File: src/rtl/lesr_pkg.sv
package lesr_pkg;

  // ************************************************************
  // Register map (byte addresses on the 32-bit bus)
  // ************************************************************
  localparam logic [7:0]  ADDR_W          = 8'h08;
  localparam logic [7:0]  IDX_ERR_FLAGS   = 8'h1d;
  localparam logic [7:0]  OFS_ERR_FLAGS   = 8'h74;
  localparam logic [7:0]  OFS_IRQ_STATUS  = 8'h80;
  localparam logic [7:0]  OFS_IRQ_MASK    = 8'h84;

  // ************************************************************
  // Error word fields
  // ************************************************************
  localparam int          B_LINK_SOME     = 0;
  localparam int          B_LINK_ALL      = 1;
  localparam int          B_RIO_ERR       = 2;
  localparam int          B_UNREG_STN     = 3;
  localparam int          B_RATE_ERR      = 4;
  localparam int          B_RELAY_ERR     = 6;
  localparam int          B_MEM_ERR       = 7;
  localparam int          B_SW_CHANGED    = 8;
  localparam int          B_HW_ERR        = 15;
  localparam logic [15:0] ERR_USED_MASK   = 16'h81df;
  localparam logic [15:0] ERR_RESET       = 16'h0000;

  // ************************************************************
  // Station numbering and switches
  // ************************************************************
  localparam logic [6:0]  RELAY_STN_MIN   = 7'h31;
  localparam logic [6:0]  RELAY_STN_MAX   = 7'h40;
  localparam int          SW_W            = 8;
  localparam int          STN_W           = 7;
  localparam int          MAP_W           = 64;

endpackage

File: src/rtl/lesr_top.sv
// The address map and the Wishbone slave port were left to the implementer.
`timescale 1ns/1ps
`default_nettype none
// How it works
// - The error word is readable by software as word index 1Dh, byte address 74h.
// - Bit 0 follows the OR of the per-station link error map and clears with it.
// - Bit 1 follows the all-stations link failure and clears with it.
// - Bit 2 follows the OR of the remote I/O error map and clears with it.
// - Bit 3 sets when an unregistered station shows up on the network.
// - If that station is at or below the final station number, bit 3 clears when it leaves.
// - If that station is above the final station number, bit 3 holds until reset.
// - Bit 4 sets on an unsupported rate code and holds until reset.
// - Bit 6 sets on a relay station outside 49..64 or in 4-point mode and holds until reset.
// - Bit 7 sets on a memory fault or on a write request outside configuration mode.
// - A bit 7 caused by a stray write request clears when the request drops.
// - A bit 7 caused by a memory fault never clears short of reset.
// - Bit 8 sets when the setting switches differ from those latched at power-on.
// - Bit 8 clears when the switches return; new settings only take hold after reset.
// - Bit 15 sets on a loopback self-test failure and holds until reset.
module lesr_top (
  input  wire logic                      clk_i,
  input  wire logic                      rst_i,
  input  wire logic                      ce_i,
  input  wire logic                      wb_cyc_i,
  input  wire logic                      wb_stb_i,
  input  wire logic                      wb_we_i,
  input  wire logic [lesr_pkg::ADDR_W-1:0] wb_adr_i,
  input  wire logic [31:0]               wb_dat_i,
  input  wire logic [3:0]                wb_sel_i,
  output logic                           wb_ack_o,
  output logic [31:0]                    wb_dat_o,
  output logic                           irq_o,
  input  wire logic [lesr_pkg::MAP_W-1:0] link_err_map_i,
  input  wire logic                      link_all_fail_i,
  input  wire logic [lesr_pkg::MAP_W-1:0] rio_err_map_i,
  input  wire logic                      unreg_seen_i,
  input  wire logic [lesr_pkg::STN_W-1:0] unreg_stn_i,
  input  wire logic [lesr_pkg::STN_W-1:0] final_stn_i,
  input  wire logic                      rate_code_bad_i,
  input  wire logic                      relay_seen_i,
  input  wire logic [lesr_pkg::STN_W-1:0] relay_stn_i,
  input  wire logic                      four_point_mode_i,
  input  wire logic                      mem_fault_i,
  input  wire logic                      mem_wr_req_i,
  input  wire logic                      config_mode_i,
  input  wire logic [lesr_pkg::SW_W-1:0] op_switch_i,
  input  wire logic                      loopback_fail_i,
  output logic [15:0]                    err_flags_o
);
  import lesr_pkg::*;

  logic             started_ff;
  logic             nxt_started;
  logic [SW_W-1:0]  sw_ref_ff;
  logic [SW_W-1:0]  nxt_sw_ref;
  logic             unreg_hi_ff;
  logic             nxt_unreg_hi;
  logic             rate_ff;
  logic             nxt_rate;
  logic             relay_ff;
  logic             nxt_relay;
  logic             memf_ff;
  logic             nxt_memf;
  logic             hw_ff;
  logic             nxt_hw;
  logic [15:0]      err_ff;
  logic [15:0]      nxt_err;
  logic [15:0]      err_raw;
  logic [15:0]      err_rise;
  logic [31:0]      rd_word;
  logic             rd_pulse;
  logic             wr_pulse;
  logic [15:0]      irq_status;
  logic [15:0]      irq_mask;
  logic             irq_int;

  function automatic logic [31:0] lesr_zext(input logic [15:0] v);
    lesr_zext = {16'h0000, v};
  endfunction

  // ************************************************************
  // Latched fault state and power-on switch snapshot
  // ************************************************************
  always_comb begin
    nxt_started  = 1'b1;
    nxt_sw_ref   = started_ff ? sw_ref_ff : op_switch_i;
    nxt_unreg_hi = unreg_hi_ff | (unreg_seen_i && (unreg_stn_i > final_stn_i));
    nxt_rate     = rate_ff | rate_code_bad_i;
    nxt_relay    = relay_ff | (relay_seen_i && (four_point_mode_i ||
                   (relay_stn_i < RELAY_STN_MIN) || (relay_stn_i > RELAY_STN_MAX)));
    nxt_memf     = memf_ff | mem_fault_i;
    nxt_hw       = hw_ff | loopback_fail_i;
  end

  // ************************************************************
  // Error word assembly
  // ************************************************************
  always_comb begin
    err_raw               = 16'h0000;
    err_raw[B_LINK_SOME]  = |link_err_map_i;
    err_raw[B_LINK_ALL]   = link_all_fail_i;
    err_raw[B_RIO_ERR]    = |rio_err_map_i;
    err_raw[B_UNREG_STN]  = (unreg_seen_i && (unreg_stn_i <= final_stn_i))
                            | nxt_unreg_hi;
    err_raw[B_RATE_ERR]   = nxt_rate;
    err_raw[B_RELAY_ERR]  = nxt_relay;
    err_raw[B_MEM_ERR]    = nxt_memf | (mem_wr_req_i && !config_mode_i);
    err_raw[B_SW_CHANGED] = started_ff && (op_switch_i != sw_ref_ff);
    err_raw[B_HW_ERR]     = nxt_hw;
    nxt_err               = err_raw & ERR_USED_MASK;
    err_rise              = nxt_err & ~err_ff;
  end

  always_ff @(posedge clk_i) begin
    if (rst_i) begin
      started_ff  <= 1'b0;
      sw_ref_ff   <= '0;
      unreg_hi_ff <= 1'b0;
      rate_ff     <= 1'b0;
      relay_ff    <= 1'b0;
      memf_ff     <= 1'b0;
      hw_ff       <= 1'b0;
      err_ff      <= ERR_RESET;
    end else if (ce_i) begin
      started_ff  <= nxt_started;
      sw_ref_ff   <= nxt_sw_ref;
      unreg_hi_ff <= nxt_unreg_hi;
      rate_ff     <= nxt_rate;
      relay_ff    <= nxt_relay;
      memf_ff     <= nxt_memf;
      hw_ff       <= nxt_hw;
      err_ff      <= nxt_err;
    end
  end

  // ************************************************************
  // Register read mux
  // ************************************************************
  always_comb begin
    unique case (wb_adr_i)
      OFS_ERR_FLAGS:  rd_word = lesr_zext(err_ff);
      OFS_IRQ_STATUS: rd_word = lesr_zext(irq_status);
      OFS_IRQ_MASK:   rd_word = lesr_zext(irq_mask);
      default:        rd_word = 32'h0000_0000;
    endcase
  end

  lesr_wb_slave u_bus (
    .clk_i      (clk_i),
    .rst_i      (rst_i),
    .ce_i       (ce_i),
    .cyc_i      (wb_cyc_i),
    .stb_i      (wb_stb_i),
    .we_i       (wb_we_i),
    .adr_i      (wb_adr_i),
    .rd_word_i  (rd_word),
    .ack_o      (wb_ack_o),
    .rd_pulse_o (rd_pulse),
    .wr_pulse_o (wr_pulse),
    .dat_o      (wb_dat_o)
  );

  lesr_irq u_irq (
    .clk_i     (clk_i),
    .rst_i     (rst_i),
    .ce_i      (ce_i),
    .event_i   (err_rise),
    .clr_i     (rd_pulse && (wb_adr_i == OFS_IRQ_STATUS)),
    .mask_we_i (wr_pulse && (wb_adr_i == OFS_IRQ_MASK) && wb_sel_i[0] && wb_sel_i[1]),
    .mask_i    (wb_dat_i[15:0]),
    .status_o  (irq_status),
    .mask_o    (irq_mask),
    .irq_o     (irq_int)
  );

  assign irq_o       = irq_int;
  assign err_flags_o = err_ff;
endmodule
`default_nettype wire

File: src/rtl/lesr_wb_slave.sv
`timescale 1ns/1ps
`default_nettype none
module lesr_wb_slave (
  input  wire logic        clk_i,
  input  wire logic        rst_i,
  input  wire logic        ce_i,
  input  wire logic        cyc_i,
  input  wire logic        stb_i,
  input  wire logic        we_i,
  input  wire logic [7:0]  adr_i,
  input  wire logic [31:0] rd_word_i,
  output logic             ack_o,
  output logic             rd_pulse_o,
  output logic             wr_pulse_o,
  output logic [31:0]      dat_o
);
  import lesr_pkg::*;

  logic        ack_ff;
  logic        nxt_ack;
  logic [31:0] dat_ff;
  logic [31:0] nxt_dat;

  // ************************************************************
  // One-cycle answer, ack dropped in the following cycle
  // ************************************************************
  always_comb begin
    nxt_ack = 1'b0;
    nxt_dat = dat_ff;
    if (cyc_i && stb_i && !ack_ff) begin
      nxt_ack = 1'b1;
      nxt_dat = we_i ? 32'h0000_0000 : rd_word_i;
    end
  end

  always_ff @(posedge clk_i) begin
    if (rst_i) begin
      ack_ff <= 1'b0;
      dat_ff <= 32'h0000_0000;
    end else if (ce_i) begin
      ack_ff <= nxt_ack;
      dat_ff <= nxt_dat;
    end
  end

  assign ack_o      = ack_ff;
  assign dat_o      = dat_ff;
  assign rd_pulse_o = ce_i && nxt_ack && !we_i;
  assign wr_pulse_o = ce_i && nxt_ack && we_i;
endmodule
`default_nettype wire

File: src/rtl/lesr_irq.sv
`timescale 1ns/1ps
`default_nettype none
module lesr_irq (
  input  wire logic        clk_i,
  input  wire logic        rst_i,
  input  wire logic        ce_i,
  input  wire logic [15:0] event_i,
  input  wire logic        clr_i,
  input  wire logic        mask_we_i,
  input  wire logic [15:0] mask_i,
  output logic [15:0]      status_o,
  output logic [15:0]      mask_o,
  output logic             irq_o
);
  import lesr_pkg::*;

  logic [15:0] sts_ff;
  logic [15:0] nxt_sts;
  logic [15:0] msk_ff;
  logic [15:0] nxt_msk;
  logic        irq_ff;
  logic        nxt_irq;

  // ************************************************************
  // Sticky status, cleared by read; a new event wins over clear
  // ************************************************************
  always_comb begin
    nxt_sts = (clr_i ? 16'h0000 : sts_ff) | event_i;
    nxt_msk = mask_we_i ? (mask_i & ERR_USED_MASK) : msk_ff;
    nxt_irq = |(nxt_sts & nxt_msk);
  end

  always_ff @(posedge clk_i) begin
    if (rst_i) begin
      sts_ff <= 16'h0000;
      msk_ff <= 16'h0000;
      irq_ff <= 1'b0;
    end else if (ce_i) begin
      sts_ff <= nxt_sts;
      msk_ff <= nxt_msk;
      irq_ff <= nxt_irq;
    end
  end

  assign status_o = sts_ff;
  assign mask_o   = msk_ff;
  assign irq_o    = irq_ff;
endmodule
`default_nettype wire

File: config.mk
export PLATFORM = sky130hd
export DESIGN_NAME = lesr_top
export DESIGN_NICKNAME = d
export VERILOG_FILES = /design/src/rtl/lesr_pkg.sv /design/src/rtl/lesr_top.sv /design/src/rtl/lesr_wb_slave.sv /design/src/rtl/lesr_irq.sv
export SDC_FILE = /design/constraint.sdc
export NUM_CORES = 1
export LEC_CHECK = 0
export ABC_AREA = 1
export BUFFER_PORTS_ARGS = -buffer_cell sky130_fd_sc_hd__buf_2
export CELL_PAD_IN_SITES_DETAIL_PLACEMENT = 1
export CELL_PAD_IN_SITES_GLOBAL_PLACEMENT = 1
export CORE_MARGIN = 3
export CORE_UTILIZATION = 25
export CTS_BUF_LIST = sky130_fd_sc_hd__clkbuf_8
export DETAILED_ROUTE_END_ITERATION = 16
export GPL_TIMING_DRIVEN = 0
export PLACE_DENSITY = 0.85
export SLEW_MARGIN = 10
export SYNTH_ARGS = -nofsm -noshare
export SYNTH_HDL_FRONTEND = slang
export SYNTH_SLANG_ARGS = --single-unit
File: constraint.sdc
create_clock -name clk_i -period 1.4 [get_ports clk_i]
set_input_delay 0.14 -clock clk_i [delete_from_list [all_inputs] [get_ports clk_i]]
set_output_delay 0.14 -clock clk_i [all_outputs]
set_load 0.05 [all_outputs]
==> impl_metrics.ini, run 1 <==
[die]
rows = 45
fp.coreArea_sq_mm = 0.0155
chipHeight_um = 133
io_pins = 266
die_area_sq_mm = 0.0177
initial_utilization_pct = 26.0
dieWidth_um = 133

[yosys]
seq_area_frac_synth_pct = 34.7
post_synth_inst_count = 631
avgSynthCellArea_sq_um = 6.41
synth-seq-cells = 70
ys_top_cells_by_count = 172 x sky130_fd_sc_hd__nand2_1, 113 x sky130_fd_sc_hd__nor2_1, 70 x sky130_fd_sc_hd__dfxtp_1
yosysTopAreaCellShare_pct = 34.7
post_synth_num_cell_types = 32
area_contributors_post_synth = sky130_fd_sc_hd__dfxtp_1 35%, sky130_fd_sc_hd__nand2_1 16%, sky130_fd_sc_hd__nor2_1 10%
postSynth.topFlopCell = sky130_fd_sc_hd__dfxtp_1
synth.most_common_cell = sky130_fd_sc_hd__nand2_1
number_of_flops_mapped_to_enable_cells_by_yosys = 0
yosysWarningCount = 0
fraction_of_synthesis_flops_using_an_asynchronous_set_or_reset_pin_pct = 0
netlist_area_sq_mm = 0.00404
netlist.top_cell.by_area = sky130_fd_sc_hd__dfxtp_1

[timing]
finClkSkew_ns = 0.0101
fmax_mhz = 576
timing.final.crit_share_pct = 124
tightestPinTransition_ns = 0.695
layout_setup_ws_ns = -0.337
grt_setup_unrepaired = true
timing_hold_violations_final = 0
final_report_max_slew_violation_count = 0
setup_viol_count_final = 32
setup-tns-final_ns = -3.17
finalCriticalPeriod_ns = 1.74
slew-limit-headroom_pct = 53.6

[hold_path]
timing.hold.worst_endpoint = sw_ref_ff[7]
hold_path_depth = 3
hold_path_startpoint = op_switch_i[7]
hold_path_class = input pin to register

[pwr]
total_leakage_power_uw = 0.00287
power_density_mw_per_mm2 = 772
vdd_ir_max_mv = 0.494

[clock_tree]
tritoncts_num_sinks = 70
cts_buffer_count = 9
cts_htree_levels = 3
cts_buffer_depth = 2
ctsRootBufferMaster = sky130_fd_sc_hd__clkbuf_8
clk_pin_slew_worst_paths_ns = 0.08
clk-insertion-delay-late_ns = 0.34
cts.hold.buffers_added = 0
tritoncts_clock_tree = built

[worst_setup_path]
worst-r2r-setup-slack_ns = -0.34
crit_path_max_fanout = 6
worstRegToRegCells = 13
worstSetupEndpointType = register
cp_data_required_time_ns = 1.63
setup.worst_path.start_class = register
reg2reg_to = u_irq.irq_o
cp.arrival_ns = 1.97
path_class = register to register
r2r_start = u_bus.ack_o

[global_route]
grt_pass1_vias = 4977
use_met2_pct = 29.4
grt_use_met1_pct = 19.8
grt-busiest-layer = met2
antenna_violations_before_repair = 2
grt_first_pass_wirelength_um = 24000
maximum_number_of_pins_on_one_net_before_global_route_repair = 13
grt_overflow_total = 0
groute.layer.met3.usage_pct = 4.12
grt.total_usage_pct = 16.5

[job]
maxCapViolCount = 0

[outcome]
outcome = finished, violations left
failed_checks = setup timing

[finish]
layout-drive-gt1-share_pct = 36.2
antenna_cells_inserted = 0
fillerInstances = 2118
final_util_pct = 37.9
design.final.nets = 1114
area_growth_syn_to_layout_pct = 45.8
layout.cell_area.non_filler_sq_mm = 0.00589
finish.cell_count_without_fillers = 1106
multiInputGateArea_sq_mm = 0.00227
seq_area_sq_mm = 0.00141

[place]
post-place-ws_ns = -0.340
placed_cells_incl_taps = 1080
placed_area_sq_mm = 0.00549
dpl.hpwl_um = 12500
port-buffer-count = 216
gp_routability_congestion = 0.817

[detailed_routing]
antenna_violating_nets_post_route = 0
detail_route.iter0.violations = 232
routed_via_density = 4.42
dr_total_vias = 4885
detail_route.first_pass.iterations = 4
total_drc_errors_in_the_routed_layout = 0
routed_wirelength_um = 16000
wl_per_cell_um = 14.5
## critical path, stage by stage, from the launching register on
cell                      delay (ns)
sky130_fd_sc_hd__dfxtp_4        0.37
sky130_fd_sc_hd__inv_2          0.05
sky130_fd_sc_hd__nand2_2        0.05
sky130_fd_sc_hd__nor3_4         0.24
sky130_fd_sc_hd__nand2_4        0.09
sky130_fd_sc_hd__buf_12         0.15
sky130_fd_sc_hd__nand2_2        0.06
sky130_fd_sc_hd__nand2_1        0.06
sky130_fd_sc_hd__nand2_1        0.10
sky130_fd_sc_hd__nand2_1        0.08
sky130_fd_sc_hd__nor2_2         0.12
sky130_fd_sc_hd__nand3_2        0.10
sky130_fd_sc_hd__nor2_2         0.11
sky130_fd_sc_hd__nor2_1         0.05
## layout by cell type (no fill, tap or decap), types with 2 or more instances in the layout
| cell type | Yosys | final |
|---|---|---|
| sky130_fd_sc_hd__buf_6 | 4 | 4 |
| sky130_fd_sc_hd__nand4_1 | 4 | 4 |
| sky130_fd_sc_hd__clkinv_4 | 0 | 2 |
| sky130_fd_sc_hd__o21ai_0 | 20 | 20 |
| sky130_fd_sc_hd__buf_4 | 27 | 35 |
| sky130_fd_sc_hd__clkinvlp_4 | 0 | 3 |
| sky130_fd_sc_hd__o22ai_1 | 7 | 7 |
| sky130_fd_sc_hd__nand3_1 | 20 | 18 |
| sky130_fd_sc_hd__nor2_2 | 3 | 5 |
| sky130_fd_sc_hd__dfxtp_1 | 70 | 69 |
| sky130_fd_sc_hd__nor2_1 | 113 | 111 |
| sky130_fd_sc_hd__nand2_2 | 4 | 10 |
| sky130_fd_sc_hd__nand3_2 | 0 | 2 |
| sky130_fd_sc_hd__nand2_1 | 172 | 166 |
| sky130_fd_sc_hd__nand2_4 | 4 | 3 |
| sky130_fd_sc_hd__xnor2_1 | 4 | 4 |
| sky130_fd_sc_hd__nor3_1 | 14 | 7 |
| sky130_fd_sc_hd__o211ai_1 | 9 | 9 |
| sky130_fd_sc_hd__clkinv_2 | 0 | 3 |
| sky130_fd_sc_hd__nor3_2 | 1 | 7 |
| sky130_fd_sc_hd__inv_1 | 67 | 64 |
| sky130_fd_sc_hd__conb_1 | 1 | 23 |
| sky130_fd_sc_hd__a21oi_2 | 0 | 2 |
| sky130_fd_sc_hd__clkbuf_8 | 0 | 9 |
| sky130_fd_sc_hd__buf_2 | 0 | 216 |
| sky130_fd_sc_hd__a21oi_1 | 48 | 46 |
| sky130_fd_sc_hd__clkbuf_1 | 12 | 10 |
| sky130_fd_sc_hd__buf_12 | 0 | 2 |
| sky130_fd_sc_hd__o21ai_2 | 0 | 3 |
| sky130_fd_sc_hd__ha_1 | 7 | 7 |
| sky130_fd_sc_hd__inv_2 | 4 | 5 |
| sky130_fd_sc_hd__nor2_4 | 3 | 3 |
## area by class of cell
type / instances / share of cell area, %
Clock inverter: 6 / 0.679
Tap cell: 211 / 4.48
Clock buffer: 9 / 2.10
Inverter: 71 / 4.65
Timing Repair Buffer: 228 / 20.4
Sequential cell: 70 / 23.8
Multi-Input combinational cell: 468 / 38.5
Buffer: 43 / 5.29
## power by group
part / internal, uW / switching (uW) / leakage (uW) / total (uW)
logic: 403 / 605 / 0.00221 / 1010
clock network: 630 / 820 / 0.0000848 / 1450
registers: 2050 / 40.6 / 0.000572 / 2090
## through the flow
step / hold WS [ns] / total power, uW
finish: 0.0582 / 4550
global route: 0.0593 / 4780
CTS: 0.0463 / 4550
detailed placement: 0.404 / 3130
global placement: 0.393 / 3100
floorplan: 0.275 / 2720
## timing repair
item | in CTS | in global routing
cloned | 0 | 2
resized for setup | 2 | 39
pin swaps | 2 | 8
setup endpoints to repair | 19 | 34
buffers inserted | 2 | 8
## sequential cells by signal (all words and copies together), names as in the netlist
| name | flops |
|---|---|
| u_bus.dat_o | 16 |
| err_flags_o | 8 |
| u_irq.irq_o | 1 |
| u_bus.ack_o | 1 |
| unreg_hi_ff | 1 |
| hw_ff | 1 |
| u_irq.status_o | 16 |
| u_irq.mask_o | 16 |
| sw_ref_ff | 8 |
| memf_ff | 1 |
| started_ff | 1 |
## logic make-up (layout without fill, tap and decap cells)
logic type,after synthesis,in the layout,synth area share [%]
AOI/OAI and AO/OA,94,94,13.1
xor gates and xnor gates,4,4,0.866
adders and majority gates,7,7,2.17
DFF,70,70,34.7
and+or+nand+nor,340,340,35.2
buffers and inverters,115,357,13.9
other,1,23,0.0927
## per-layer routing
layer	up-vias	wire length, um
li1	2458	-
met1	2242	6690
met2	157	8010
met3	24	1110
met4	4	206
met5	-	21
## how the worst max path moves through the flow
| stage | from | end | slack, ns | cells after the start |
|---|---|---|---|---|
| final | u_bus.ack_o | u_irq.irq_o | -0.34 | 13 |
| after global routing | u_bus.ack_o | u_irq.irq_o | -0.47 | 13 |
| after CTS | u_bus.ack_o | u_irq.irq_o | -0.25 | 13 |
| after detailed placement | wb_adr_i[1] | u_irq.irq_o | -0.34 | 15 |
| after floorplan | u_bus.ack_o | u_irq.irq_o | -0.07 | 11 |
| after global placement | wb_adr_i[1] | u_irq.irq_o | -0.32 | 15 |
Power figures use the tool's default switching activity.
==> run 2, diff against run 1 <==
- CORE_MARGIN: 3 -> 5
- GPL_TIMING_DRIVEN: 0 -> unset
==> run 2 against run 1 <==
Effect of this change:
- the run still ends with setup timing left
- combinational power is 4% lower
- clock-buffer cell count increased by 2
- register-to-register slack better by 0.21 ns
- worst setup slack better by 0.21 ns
- critical path type unchanged
- largest power group unchanged
==> impl_metrics.ini, run 2 (synthesized netlist as in run 1, its figures left out) <==
[finish]
design.final.nets = 1093
fillerInstances = 2157
final_util_pct = 36.7
layout.cell_area.non_filler_sq_mm = 0.00582
commonest_cells_after_routing_fill_and_taps_aside = 217 x sky130_fd_sc_hd__buf_2, 155 x sky130_fd_sc_hd__nand2_1, 112 x sky130_fd_sc_hd__nor2_1, 69 x sky130_fd_sc_hd__dfxtp_1, 66 x sky130_fd_sc_hd__inv_1
layout-drive-gt1-share_pct = 37.4
area_growth_syn_to_layout_pct = 44.0
antenna_cells_inserted = 0
mostFrequentLayoutCell = sky130_fd_sc_hd__buf_2
finish.cell_count_without_fillers = 1091

[timing]
setup-tns-final_ns = -1.13
timing_hold_violations_final = 0
finClkSkew_ns = 0.00845
setup_viol_count_final = 17
finalCriticalPeriod_ns = 1.53
fmax_mhz = 653
grt_setup_unrepaired = true
final_report_max_slew_violation_count = 0
finalHoldWorstSlack_ns = 0.0329
timing.final.crit_share_pct = 109
layout_setup_ws_ns = -0.132

[global_route]
grt_overflow_total = 0
maximum_number_of_pins_on_one_net_before_global_route_repair = 60
grt_first_pass_wirelength_um = 23800
grt_pass1_vias = 5032
antenna_violations_before_repair = 1
grt.total_usage_pct = 16.0

[clock_tree]
ctsRootBufferMaster = sky130_fd_sc_hd__clkbuf_8
cts_buffer_depth = 2
tritoncts_clock_tree = built
cts_buffer_count = 9
tritoncts_num_sinks = 70
cts_htree_levels = 3
clk-insertion-delay-late_ns = 0.35
clk_pin_slew_worst_paths_ns = 0.07

[detailed_routing]
dr_total_vias = 4790
routed_wirelength_um = 15400
total_drc_errors_in_the_routed_layout = 0
routed_via_density = 4.39
antenna_violating_nets_post_route = 0
detail_route.iter0.violations = 189
detail_route.first_pass.iterations = 4
wl_per_cell_um = 14.1

[die]
fp.coreArea_sq_mm = 0.0159
initial_utilization_pct = 25.5
rows = 46
die_area_sq_mm = 0.0188
dieWidth_um = 137
chipHeight_um = 137
io_pins = 266

[place]
port-buffer-count = 217
dpl.hpwl_um = 12300
gp_routability_congestion = 0.794
placed_cells_incl_taps = 1072
placed_area_sq_mm = 0.00544

[worst_setup_path]
worstRegToRegCells = 12
critical_path_cell_count = 12
critical_path.most_common_cell = sky130_fd_sc_hd__nand2_1
setup.worst_path.start_class = register
crit_chain = inv_2 -> nand2_2 -> nor3_4 -> nand2_4 -> nand2_2 -> nand2_1 -> nand2_1 -> nand2_1 -> nor2_2 -> nand3_1 -> nor2_1 -> nor2_1
path_class = register to register
worstSetupEndpointType = register
worst-path-buf-inv = 1
cp.arrival_ns = 1.78
crit_family = simple AND/OR/NAND/NOR gates
cp_data_required_time_ns = 1.65
critical_path.slowest_cell = sky130_fd_sc_hd__dfxtp_4
crit_path_max_incr_delay_ns = 0.37
crit_path_max_fanout = 8

[pwr]
power_density_mw_per_mm2 = 815
vdd_ir_max_mv = 0.368
total_leakage_power_uw = 0.00289

[outcome]
outcome = finished, violations left
failed_checks = setup timing

[hold_path]
hold_path_depth = 3
hold_path_class = input pin to register

[job]
maxCapViolCount = 0
run 2: cell count changes in the layout (fill, tap and decap cells not counted), moves of 5 or more:
cell	previous run	this run
sky130_fd_sc_hd__nand2_1	166	155
sky130_fd_sc_hd__a21oi_2	2	14
sky130_fd_sc_hd__nor3_2	7	0
sky130_fd_sc_hd__nand2_2	10	16
sky130_fd_sc_hd__nor3_1	7	14
sky130_fd_sc_hd__nand2_4	3	8
sky130_fd_sc_hd__clkbuf_1	10	0
sky130_fd_sc_hd__a21oi_1	46	34
sky130_fd_sc_hd__buf_4	35	29
run 2: worst paths after layout:
kind	startpoint	endpoint	slack, ns
setup / recovery	u_bus.ack_o	u_irq.irq_o	-0.13
setup reg to reg	u_bus.ack_o	u_irq.irq_o	-0.13
hold / removal	mem_fault_i	memf_ff	0.03
hold reg to reg	u_irq.mask_o[13]	u_irq.mask_o[13]	0.47
run 2: what timing repair did:
item,4_1_cts,5_1_grt
hold buffers,0,0
endpoints found under the setup margin,5,28
gates cloned,1,0
endpoints found under the hold margin,0,0
gates resized for setup,14,35
buffers inserted,2,0
pin swaps,3,8
run 2: area by class of cell:
| type | instances | area (sq um) | area share, % |
|---|---|---|---|
| well taps | 216 | 270 | 4.64 |
| multi-input cells | 468 | 2320 | 39.8 |
| repair buffers | 250 | 1360 | 23.3 |
| inverters | 71 | 270 | 4.64 |
| flip-flops and latches | 70 | 1410 | 24.1 |
| clock buffers | 11 | 151 | 2.60 |
| clock inverters | 5 | 50.0 | 0.859 |
run 2: where the power goes:
| group | switching (uW) | internal [uW] | total, uW |
|---|---|---|---|
| Sequential | 41.7 | 2050 | 2100 |
| Clock | 780 | 905 | 1680 |
| Combinational | 591 | 375 | 966 |
run 2: routing by layer:
layer | GRT usage, % | part of all wire (%) | up-vias
li1 | - | - | 2407
met1 | 19.1 | 42 | 2206
met2 | 28.7 | 51 | 155
met3 | 3.76 | 5.7 | 20
met4 | 4.38 | 1.4 | 2
met5 | 0 | 0.085 | -
run 2: metrics by stage:
stage	worst slack [ns]	power, uW
detailed placement	-0.148	3100
floorplan	-0.0682	2720
finish	-0.132	4750
global placement	-0.114	3070
CTS	-0.105	4810
global route	-0.256	5030
run 2: worst register-to-register path: stages, from the launching register on:
cell	delay [ns]
sky130_fd_sc_hd__dfxtp_4	0.37
sky130_fd_sc_hd__inv_2	0.06
sky130_fd_sc_hd__nand2_2	0.05
sky130_fd_sc_hd__nor3_4	0.16
sky130_fd_sc_hd__nand2_4	0.15
sky130_fd_sc_hd__nand2_2	0.11
sky130_fd_sc_hd__nand2_1	0.08
sky130_fd_sc_hd__nand2_1	0.09
sky130_fd_sc_hd__nand2_1	0.06
sky130_fd_sc_hd__nor2_2	0.09
sky130_fd_sc_hd__nand3_1	0.08
sky130_fd_sc_hd__nor2_1	0.09
sky130_fd_sc_hd__nor2_1	0.05
